<file path="src/logic/pcia_pkg.sv">
// package of constants for the per-channel control indirect access block
// assumes a plain register port with 8-bit addresses and 8-bit data
package pcia_pkg;

    localparam int ADDR_W = 8;
    localparam int DATA_W = 8;
    localparam int LOC_W = 6;
    localparam int LOC_N = 64;

    // register offsets
    localparam logic [7:0] OFS_CONFIG = 8'h00;
    localparam logic [7:0] OFS_STATUS = 8'h01;
    localparam logic [7:0] OFS_ADDR_CTRL = 8'h02;
    localparam logic [7:0] OFS_DATA_BUF = 8'h03;

    // field positions
    localparam int BIT_INDIRECT_SELECT = 0;
    localparam int BIT_CTRL_STREAM_EN = 1;
    localparam int BIT_BUSY = 0;
    localparam int BIT_READ_NOT_WRITE = 7;

    localparam logic [7:0] CONFIG_RST = 8'h00;
    localparam logic [7:0] DATA_RST = 8'h00;
    localparam logic [7:0] READ_ZERO = 8'h00;

    typedef enum logic [1:0] {
        PCIA_IDLE = 2'b00,
        PCIA_ACCESS = 2'b01,
        PCIA_DONE = 2'b11
    } pcia_state_t;

endpackage

</file>
<file path="src/logic/pcia_mem_if.sv">
// interface between the access controller and its control memory
// assumes one clock shared by both ends
interface pcia_mem_if;
    logic writeEn;
    logic [5:0] writeAddr;
    logic [7:0] writeData;
    logic [5:0] readAddrA;
    logic [7:0] readDataA;
    logic [5:0] readAddrB;
    logic [7:0] readDataB;

    modport ctrl (
        output writeEn,
        output writeAddr,
        output writeData,
        output readAddrA,
        input readDataA,
        output readAddrB,
        input readDataB
    );
    modport mem (
        input writeEn,
        input writeAddr,
        input writeData,
        input readAddrA,
        output readDataA,
        input readAddrB,
        output readDataB
    );
endinterface

</file>
<file path="src/logic/pcia_top.sv">
// indirect access controller for the per-channel control memory
// assumes one master on the register port and a channel counter input
module pcia_top (
    input wire logic sys_clk,
    input wire logic nrst,
    input wire logic [7:0] regAddr,
    input wire logic [7:0] regWrData,
    input wire logic regWr,
    input wire logic regRd,
    output logic [7:0] regRdData,
    input wire logic [5:0] channelSel,
    output logic [7:0] channelCtrl,
    output logic channelCtrlValid
);

    pcia_mem_if memBus ();

    pcia_ctrl_mem u_mem (
        .sys_clk(sys_clk),
        .bus(memBus)
    );

    // --------------------------------------------------------------
    // register state
    // --------------------------------------------------------------
    logic indirectSelect_r, indirectSelect_nxt;
    logic streamEnable_r, streamEnable_nxt;
    logic readNotWrite_r, readNotWrite_nxt;
    logic [5:0] locAddr_r, locAddr_nxt;
    logic [7:0] dataBuf_r, dataBuf_nxt;
    logic [7:0] regRdData_r, regRdData_nxt;
    logic [7:0] channelCtrl_r, channelCtrl_nxt;
    logic channelValid_r, channelValid_nxt;
    logic streamEnableD_r, streamEnableD_nxt;
    pcia_pkg::pcia_state_t state_r, state_nxt;

    // --------------------------------------------------------------
    // register decode
    // --------------------------------------------------------------
    function automatic logic hit(input logic [7:0] a, input logic [7:0] o);
        hit = (a == o);
    endfunction

    logic cfgWrite;
    logic bufWrite;
    logic reqWrite;
    logic busy;

    // write strobes per register, unmapped offsets fall through
    assign cfgWrite = regWr && hit(regAddr, pcia_pkg::OFS_CONFIG);
    assign bufWrite = regWr && hit(regAddr, pcia_pkg::OFS_DATA_BUF);
    assign reqWrite = regWr && hit(regAddr, pcia_pkg::OFS_ADDR_CTRL);
    assign busy = (state_r != pcia_pkg::PCIA_IDLE);

    // --------------------------------------------------------------
    // configuration
    // --------------------------------------------------------------
    always_comb begin
        indirectSelect_nxt = indirectSelect_r;
        streamEnable_nxt = streamEnable_r;
        if (cfgWrite) begin
            indirectSelect_nxt = regWrData[pcia_pkg::BIT_INDIRECT_SELECT];
            streamEnable_nxt = regWrData[pcia_pkg::BIT_CTRL_STREAM_EN];
        end
    end

    always_ff @(posedge sys_clk) begin
        if (!nrst) begin
            // direct mode and streams off
            indirectSelect_r <=
                pcia_pkg::CONFIG_RST[pcia_pkg::BIT_INDIRECT_SELECT];
            streamEnable_r <=
                pcia_pkg::CONFIG_RST[pcia_pkg::BIT_CTRL_STREAM_EN];
        end else begin
            indirectSelect_r <= indirectSelect_nxt;
            streamEnable_r <= streamEnable_nxt;
        end
    end

    // --------------------------------------------------------------
    // indirect request engine
    // --------------------------------------------------------------
    always_comb begin
        state_nxt = state_r;
        readNotWrite_nxt = readNotWrite_r;
        locAddr_nxt = locAddr_r;
        dataBuf_nxt = dataBuf_r;
        // buffer is host-writable only while idle
        if (bufWrite && !busy) begin
            dataBuf_nxt = regWrData;
        end
        case (state_r)
            pcia_pkg::PCIA_IDLE: begin
                // request taken only in indirect mode
                if (reqWrite && indirectSelect_r) begin
                    readNotWrite_nxt =
                        regWrData[pcia_pkg::BIT_READ_NOT_WRITE];
                    locAddr_nxt = regWrData[pcia_pkg::LOC_W-1:0];
                    state_nxt = pcia_pkg::PCIA_ACCESS;
                end
            end
            pcia_pkg::PCIA_ACCESS: begin
                // memory read data lands next cycle
                state_nxt = pcia_pkg::PCIA_DONE;
            end
            pcia_pkg::PCIA_DONE: begin
                if (readNotWrite_r) begin
                    dataBuf_nxt = memBus.readDataA;
                end
                state_nxt = pcia_pkg::PCIA_IDLE;
            end
            default: begin
                state_nxt = pcia_pkg::PCIA_IDLE;
            end
        endcase
    end

    always_ff @(posedge sys_clk) begin
        if (!nrst) begin
            state_r <= pcia_pkg::PCIA_IDLE;
            readNotWrite_r <= 1'b0;
            locAddr_r <= '0;
            dataBuf_r <= pcia_pkg::DATA_RST;
        end else begin
            state_r <= state_nxt;
            readNotWrite_r <= readNotWrite_nxt;
            locAddr_r <= locAddr_nxt;
            dataBuf_r <= dataBuf_nxt;
        end
    end

    // --------------------------------------------------------------
    // register read port
    // --------------------------------------------------------------
    always_comb begin
        // zero outside the read slot and for unmapped offsets
        regRdData_nxt = pcia_pkg::READ_ZERO;
        if (regRd) begin
            if (hit(regAddr, pcia_pkg::OFS_CONFIG)) begin
                regRdData_nxt[pcia_pkg::BIT_INDIRECT_SELECT] =
                    indirectSelect_r;
                regRdData_nxt[pcia_pkg::BIT_CTRL_STREAM_EN] = streamEnable_r;
            end else if (hit(regAddr, pcia_pkg::OFS_STATUS)) begin
                regRdData_nxt[pcia_pkg::BIT_BUSY] = busy;
            end else if (hit(regAddr, pcia_pkg::OFS_ADDR_CTRL)) begin
                regRdData_nxt[pcia_pkg::BIT_READ_NOT_WRITE] = readNotWrite_r;
                regRdData_nxt[pcia_pkg::LOC_W-1:0] = locAddr_r;
            end else if (hit(regAddr, pcia_pkg::OFS_DATA_BUF)) begin
                regRdData_nxt = dataBuf_r;
            end
        end
    end

    always_ff @(posedge sys_clk) begin
        if (!nrst) begin
            regRdData_r <= pcia_pkg::READ_ZERO;
        end else begin
            regRdData_r <= regRdData_nxt;
        end
    end

    // --------------------------------------------------------------
    // per-channel control stream
    // --------------------------------------------------------------
    always_comb begin
        // enable delayed to match the registered memory read
        // streams gated by enable
        streamEnableD_nxt = streamEnable_r;
        channelValid_nxt = streamEnableD_r;
        channelCtrl_nxt = streamEnableD_r ? memBus.readDataB
                                          : pcia_pkg::DATA_RST;
    end

    always_ff @(posedge sys_clk) begin
        if (!nrst) begin
            streamEnableD_r <= 1'b0;
            channelValid_r <= 1'b0;
            channelCtrl_r <= pcia_pkg::DATA_RST;
        end else begin
            streamEnableD_r <= streamEnableD_nxt;
            channelValid_r <= channelValid_nxt;
            channelCtrl_r <= channelCtrl_nxt;
        end
    end

    // --------------------------------------------------------------
    // memory ports
    // --------------------------------------------------------------
    always_comb begin
        // store on the access cycle of a write
        memBus.writeEn = (state_r == pcia_pkg::PCIA_ACCESS)
                         && !readNotWrite_r;
        memBus.writeAddr = locAddr_r;
        memBus.writeData = dataBuf_r;
        // port a serves the host, port b the channel stream
        memBus.readAddrA = locAddr_r;
        memBus.readAddrB = channelSel;
    end

    // --------------------------------------------------------------
    // outputs
    // --------------------------------------------------------------
    assign regRdData = regRdData_r;
    assign channelCtrl = channelCtrl_r;
    assign channelCtrlValid = channelValid_r;

endmodule

</file>
<file path="src/logic/pcia_ctrl_mem.sv">
// 64 by 8 control memory, one write port and two registered read ports
// assumes sys_clk; contents are not reset
module pcia_ctrl_mem (
    input wire logic sys_clk,
    pcia_mem_if.mem bus
);

    logic [7:0] mem [0:63];
    logic [7:0] readA_r;
    logic [7:0] readB_r;

    always_ff @(posedge sys_clk) begin
        if (bus.writeEn) begin
            mem[bus.writeAddr] <= bus.writeData;
        end
        readA_r <= mem[bus.readAddrA];
        readB_r <= mem[bus.readAddrB];
    end

    assign bus.readDataA = readA_r;
    assign bus.readDataB = readB_r;

endmodule

</file>
<file path="config.mk">
export PLATFORM = sky130hd
export DESIGN_NAME = pcia_top
export DESIGN_NICKNAME = d
export VERILOG_FILES = /design/src/logic/pcia_pkg.sv /design/src/logic/pcia_mem_if.sv /design/src/logic/pcia_top.sv /design/src/logic/pcia_ctrl_mem.sv
export SDC_FILE = /design/constraint.sdc
export NUM_CORES = 1
export LEC_CHECK = 0
export CORE_MARGIN = 1
export CORE_UTILIZATION = 60
export DETAILED_ROUTE_END_ITERATION = 10
export DONT_BUFFER_PORTS = 1
export PLACE_DENSITY = 0.8
export REMOVE_ABC_BUFFERS = 1
export SLEW_MARGIN = 10
export SYNTH_ARGS = -nofsm -noshare
export SYNTH_HDL_FRONTEND = slang
export SYNTH_HIERARCHICAL = 1
export SYNTH_SLANG_ARGS = --single-unit
</file>
<file path="constraint.sdc">
create_clock -name sys_clk -period 3.7 [get_ports sys_clk]
set_input_delay 0.185 -clock sys_clk [delete_from_list [all_inputs] [get_ports sys_clk]]
set_output_delay 0.185 -clock sys_clk [all_outputs]
set_load 0.01 [all_outputs]
</file>
Yosys cells after proc, flatten, opt, wreduce, memory -nomap -nowiden

Memories as Yosys holds them, arrays and structs flattened. A register that Yosys moved wholly into a read port is not among the register bits.
Cells that the tools add are included.

Flip-flop bits (word level): 37
Bits in writable memories: 512
Bits of input ports: 26
Output and inout port bits: 17
Word-level logic and storage cells: 51
Memories: 1

Eq/ne operators: 6
Mux-type cells: 13
Bitwise operators: 3
Reductions and logical operators: 16

Memories:

| name      | depth | bits a word | read ports | clocked after Yosys merged registers in | write ports | line               | source |
|---|---|---|---|---|---|---|---|
| u_mem.mem | 64    | 8           | 2          | 2                                       | 1           | pcia_ctrl_mem.sv:8 | `logic [7:0] mem [0:63];` |

Operators by type and width:

| cell                 | number |
|---|---|
| $mux W8              | 4 |
| $eq A8 B2 Y1 const B | 2 |
| $eq A8 B1 Y1 const B | 1 |
| $logic_not A8 Y1     | 1 |
| $logic_and A1 B1 Y1  | 6 |
| $mux W6              | 1 |
| $reduce_and A2 Y1    | 3 |
| $reduce_or A6 Y1     | 1 |
| $mux W1              | 5 |
| $mux W2              | 2 |
| $pmux W2 S2          | 1 |
| $reduce_or A4 Y1     | 1 |
| $not A1 Y1           | 3 |
| $eq A2 B1 Y1 const B | 1 |
| $eq A2 B2 Y1 const B | 1 |
| $logic_not A1 Y1     | 2 |
| $logic_not A2 Y1     | 1 |
| $ne A2 B2 Y1 const B | 1 |
| $reduce_bool A2 Y1   | 1 |

Depth between registers and ports, before layout

Word-level depth: 6
Mapped depth: 9
Depth with buffers taken out: 5

By module

Netlist, hierarchy kept.

Modules (own cells, without submodules):

| module        | instances | cells each | area an instance (um2) |
|---|---|---|---|
| pcia_ctrl_mem | 1         | 1,211      | 24,274.5 |
| pcia_top      | 1         | 158        | 1,552.7 |

Worst setup path before layout

No wires, ideal clock.

Path kind: reg-to-reg
Start point: register locAddr_r[0]
End point: register u_mem.readA_r[4] (netlist: u_mem/bus.readDataA[4]) (read register of u_mem.mem)
Library setup time: 0.127 ns
Data arrival time: 2.120 ns
Required time: 3.573 ns
Path slack: 1.453 ns
Stages on the path, launching flop included: 10
Path buffers: 4
Cell sequence: dfxtp_1 -> buf_6 -> buf_6 -> buf_6 -> buf_4 -> mux4_2 -> mux2i_1 -> nand2_1 -> a32oi_1 -> o211ai_1

RTL lines:

| item                     | line               | source |
|---|---|---|
| start: declaration       | pcia_top.sv:29     | `logic [5:0] locAddr_r, locAddr_nxt;` |
| start signal: assignment | pcia_top.sv:127    | `locAddr_r <= locAddr_nxt;` |
| end: declaration         | pcia_ctrl_mem.sv:9 | `logic [7:0] readA_r;` |

==> impl.org <==
** Place
- Final estimated routing congestion in global placement :: 0.9207
- Including well taps, the total number of placed cells is 1895.
- The wire-length estimate of the detail-placed layout is 41740 µm.
- Number of input and output port buffers inserted :: 0

** Yosys
- Sorting the synthesized cells by area gives the leading types as sky130_fd_sc_hd__edfxtp_1 (60%), sky130_fd_sc_hd__mux4_2 (24%), sky130_fd_sc_hd__dfxtp_1 (4.1%).
- The cell area that synthesis handed to floorplanning was 25830 µm².
- In this run, synthesis inferred 512 flip-flops with an integrated enable.
- For this run, the register share of the synthesized area comes to 63.64%.
- Primary FF master, synth :: sky130_fd_sc_hd__edfxtp_1
- In the synthesized netlist, the number of instances is 1369.
- YS warnings :: 6
- Unique masters post-synth :: 51
- After synthesis, the most frequently instantiated cells are sky130_fd_sc_hd__edfxtp_1 (512), sky130_fd_sc_hd__mux4_2 (270), sky130_fd_sc_hd__nor2_1 (87).
- The synthesized design devotes to its leading area cell type 59.53% of total area.
- After synthesis, the mean cell area works out to 18.87 µm².
- Flops & latches, synth :: 565
- Yosys instantiated no cell more often than sky130_fd_sc_hd__edfxtp_1.
- Counting flops with an async set or reset pin after synthesis yields a share of 0%.
- Summed over all instances, the cell type with the most area after synthesis is sky130_fd_sc_hd__edfxtp_1.

** GRT
- Global routing used 32.32% of the available tracks across all layers.
- Wire length of the first global-routing pass :: 101600 µm
- The total overflow left after global routing is 0.
- Antenna violations before repair :: 0
- Pin count of the biggest net entering global routing :: 126
- Via count of the first global-routing pass :: 15230

** Timing
- Final setup TNS :: 0 ps
- After layout, the worst path uses 79.84% of the clock period.
- At the pin with the least slew margin, the transition time is 1208 ps.
- Maximum clock rate :: 338.5 MHz
- Setup repair after global routing left no endpoint under its margin.
- The final-report hold violation count is 0.
- Fin. max-slew vios :: 0
- Finish-stage setup viols :: 0
- Final critical path time including I/O delays and setup :: 2954 ps
- Worst slew slack as a fraction of its limit :: 19.50%
- Setup clock skew after layout :: 23.35 ps

** Power and ir drop
- Pwr/cell area :: 442.9 nW/µm²
- The worst-case IR drop observed on VDD is 0.4084 mV.
- In this run, the clock network consumes 44.1% of the power.
- Internal power comes to 0.01028 W.
- In this run switching power makes up 19.61% of total power.
- For this design the total switching power over the nets is 0.002508 W.
- Registers are responsible for 53.7% of the overall power.
- Static leakage power :: 9.436 nW
- Gate power share :: 2.2%

** Clock tree
- Number of clock buffers inserted by TritonCTS :: 56
- Clock Sink Count :: 565
- TritonCTS built the clock tree.
- Clock input transition at the sequential cells of the worst setup and hold paths :: 60 ps
- Number of H-tree levels :: 2
- Post-cts resize count :: 0
- Clk Tree Root Cell :: sky130_fd_sc_hd__clkbuf_16
- Buffers from clock root to sink, at most :: 3
- Clock latency reported for the late side of the worst-skew pair :: 620 ps

** Floorplanning
- I/O Pins :: 43
- Vertical die dimension :: 209.5 µm
- The core region is 42230 µm².
- DIE AREA :: 43880 µm²
- Die X-Extent :: 209.5 µm
- The initial utilization of the core area, before any placement, comes to 61.16%.
- Count of standard-cell rows :: 75

** Critical path
- In this run the critical register-to-register path is launched from u_mem/mem[48][6]$_DFFE_PP_.
- The worst setup path is captured at a flop.
- The critical path ends at u_mem/bus.readDataB[6]$_DFF_P_.
- Crit Reg-Reg Endpoint :: u_mem/bus.readDataB[6]$_DFF_P_
- Data required time of the worst path :: 4200 ps
- Worst path arrival time :: 3450 ps
- Worst-path fanout max :: 2
- The most critical setup path has its startpoint at u_mem/mem[48][6]$_DFFE_PP_.
- Depth of the worst register-to-register path :: 6
- The worst setup path is of the flop to flop kind.
- Startpoint types :: flop
- Reg-to-reg setup timing slack :: 750 ps

** Detailed routing
- The pre-antenna-repair detailed-routing pass consisted of 10 iterations.
- For this block, the routed nets add up to 68730 µm of wire.
- After detailed routing, the average wire length per cell comes to 33.81 µm.
- After detailed routing, the number of remaining DRC violations is 0.
- Detail-routed via count per cell :: 7.469
- Once detail routing completed, the nets flagged for antenna violations numbered 0.
- In this run, the number of DRC markers left after iteration 0 of detailed routing was 2344.
- Vias post-DR :: 15180

** Job
- Max-cap violations in this run came to 0.

** Worst hold path
- Class of the tightest hold or removal check :: input port to flop
- Worst hold stages :: 3

** Layout
- From synthesis to final layout, the design area changed by 11.79%.
- After the flow finishes, the layout carries non-filler instances totaling 2033.
- Count of nets after finishing :: 1475
- Layout cells sized above 1 :: 32.13%
- 0 antenna diodes ended up in the layout.

** Run status
- Run status :: finished, final reports clean
[through the flow]
stage / total power [W] / hold slack, ps / cell area, µm² / setup WS [ps] / util [%]
global placement: 0.007224 / 280.5 / 26720 / 899.9 / 63.27
CTS: 0.01280 / 0.07633 / 28870 / 844.2 / 68.36
global route: 0.01306 / 13.41 / 28870 / 726.6 / 68.37
detailed placement: 0.007228 / 282.1 / 26720 / 907.8 / 63.27
floorplan: 0.007180 / 274.0 / 25300 / -3036 / -
finish: 0.01279 / 41.25 / 28870 / 746.0 / 68.37
[layer usage]
metal / vias to the layer above / GRT usage, % / wire length, µm
li1: 5943 / - / -
met2: 1163 / 49.78 / 32420
met3: 245 / 9.217 / 8334
met4: 0 / 14.57 / 3731
met1: 7833 / 43.46 / 24250
met5: - / 0.2225 / 0
[cells by family after synthesis]
group | Yosys count | synth area share (%)
compound gates | 122 | 3.449
buf+inv | 106 | 2.083
flops | 565 | 63.64
mux | 344 | 26.42
simple gates | 232 | 4.408
[state kept, by name, indices dropped and copies added, names as in the netlist]
| name | count |
|---|---|
| channelValid_nxt | 1 |
| u_mem/mem | 512 |
| channelCtrl | 8 |
| readNotWrite_r | 1 |
| indirectSelect_r | 1 |
| state_r | 2 |
| channelCtrlValid | 1 |
| u_mem/bus.readDataA | 8 |
| dataBuf_r | 8 |
| locAddr_r | 6 |
| streamEnableD_nxt | 1 |
| u_mem/bus.readDataB | 8 |
| regRdData | 8 |
[how the worst min path moves through the flow]
stage,slack [ps],end,from
finish,40,state_r[0]$_SDFFE_PN0P_,regWr
global route,10,state_r[0]$_SDFFE_PN0P_,regWr
CTS,0.08,u_mem/bus.readDataB[3]$_DFF_P_,channelSel[2]
detailed placement,280,regRdData[0]$_SDFF_PN0_,regAddr[0]
global placement,280,regRdData[0]$_SDFF_PN0_,regAddr[0]
floorplan,270,regRdData[0]$_SDFF_PN0_,regAddr[0]
[placed cells by master (no fill, tap or decap), drive strengths merged, types with 14 or more instances in the layout]
cell type and instances:
o22ai 20, clkinv 24, nand3 40, dfxtp 53, mux4 270, a22oi 14
buf 89, nor2 87, o21ai 31, dlygate4sd3 35, clkbuf 71, mux2i 72
nand2 54, edfxtp 512
[worst max-delay path: stages, from the launching register on]
cell,delay [ps]
sky130_fd_sc_hd__edfxtp_1,390
sky130_fd_sc_hd__mux4_2,520
sky130_fd_sc_hd__mux4_2,520
sky130_fd_sc_hd__o211ai_1,210
sky130_fd_sc_hd__dlygate4sd3_1,590
sky130_fd_sc_hd__nand2_1,60
sky130_fd_sc_hd__dlygate4sd3_1,550
[final cells by class]
cell class,instances,area (µm²)
Multi-Input combinational cell,698,8853
Tap cell,539,674.4
Clock inverter,32,300.3
Clock buffer,71,1499
Sequential cell,565,16460
Fill cell,2549,13360
Timing Repair Buffer,124,1069
Inverter,4,15.01
[power by group through the flow]
stage	sequential, W	clock (W)	combinational (W)
2_1_floorplan	0.00700	0	0.000178
3_3_place_gp	0.00700	0	0.000222
3_5_place_dp	0.00700	0	0.000226
4_1_cts	0.00687	0.00566	0.000271
5_1_grt	0.00686	0.00591	0.000291
6_report	0.00686	0.00564	0.000285
[what timing repair did]
action	CTS	global route
setup buffers	0	0
endpoints found under the hold margin	45	0
hold buffers	35	0
setup endpoints to repair	0	0
Note: power is estimated with default switching activity, not from simulation.
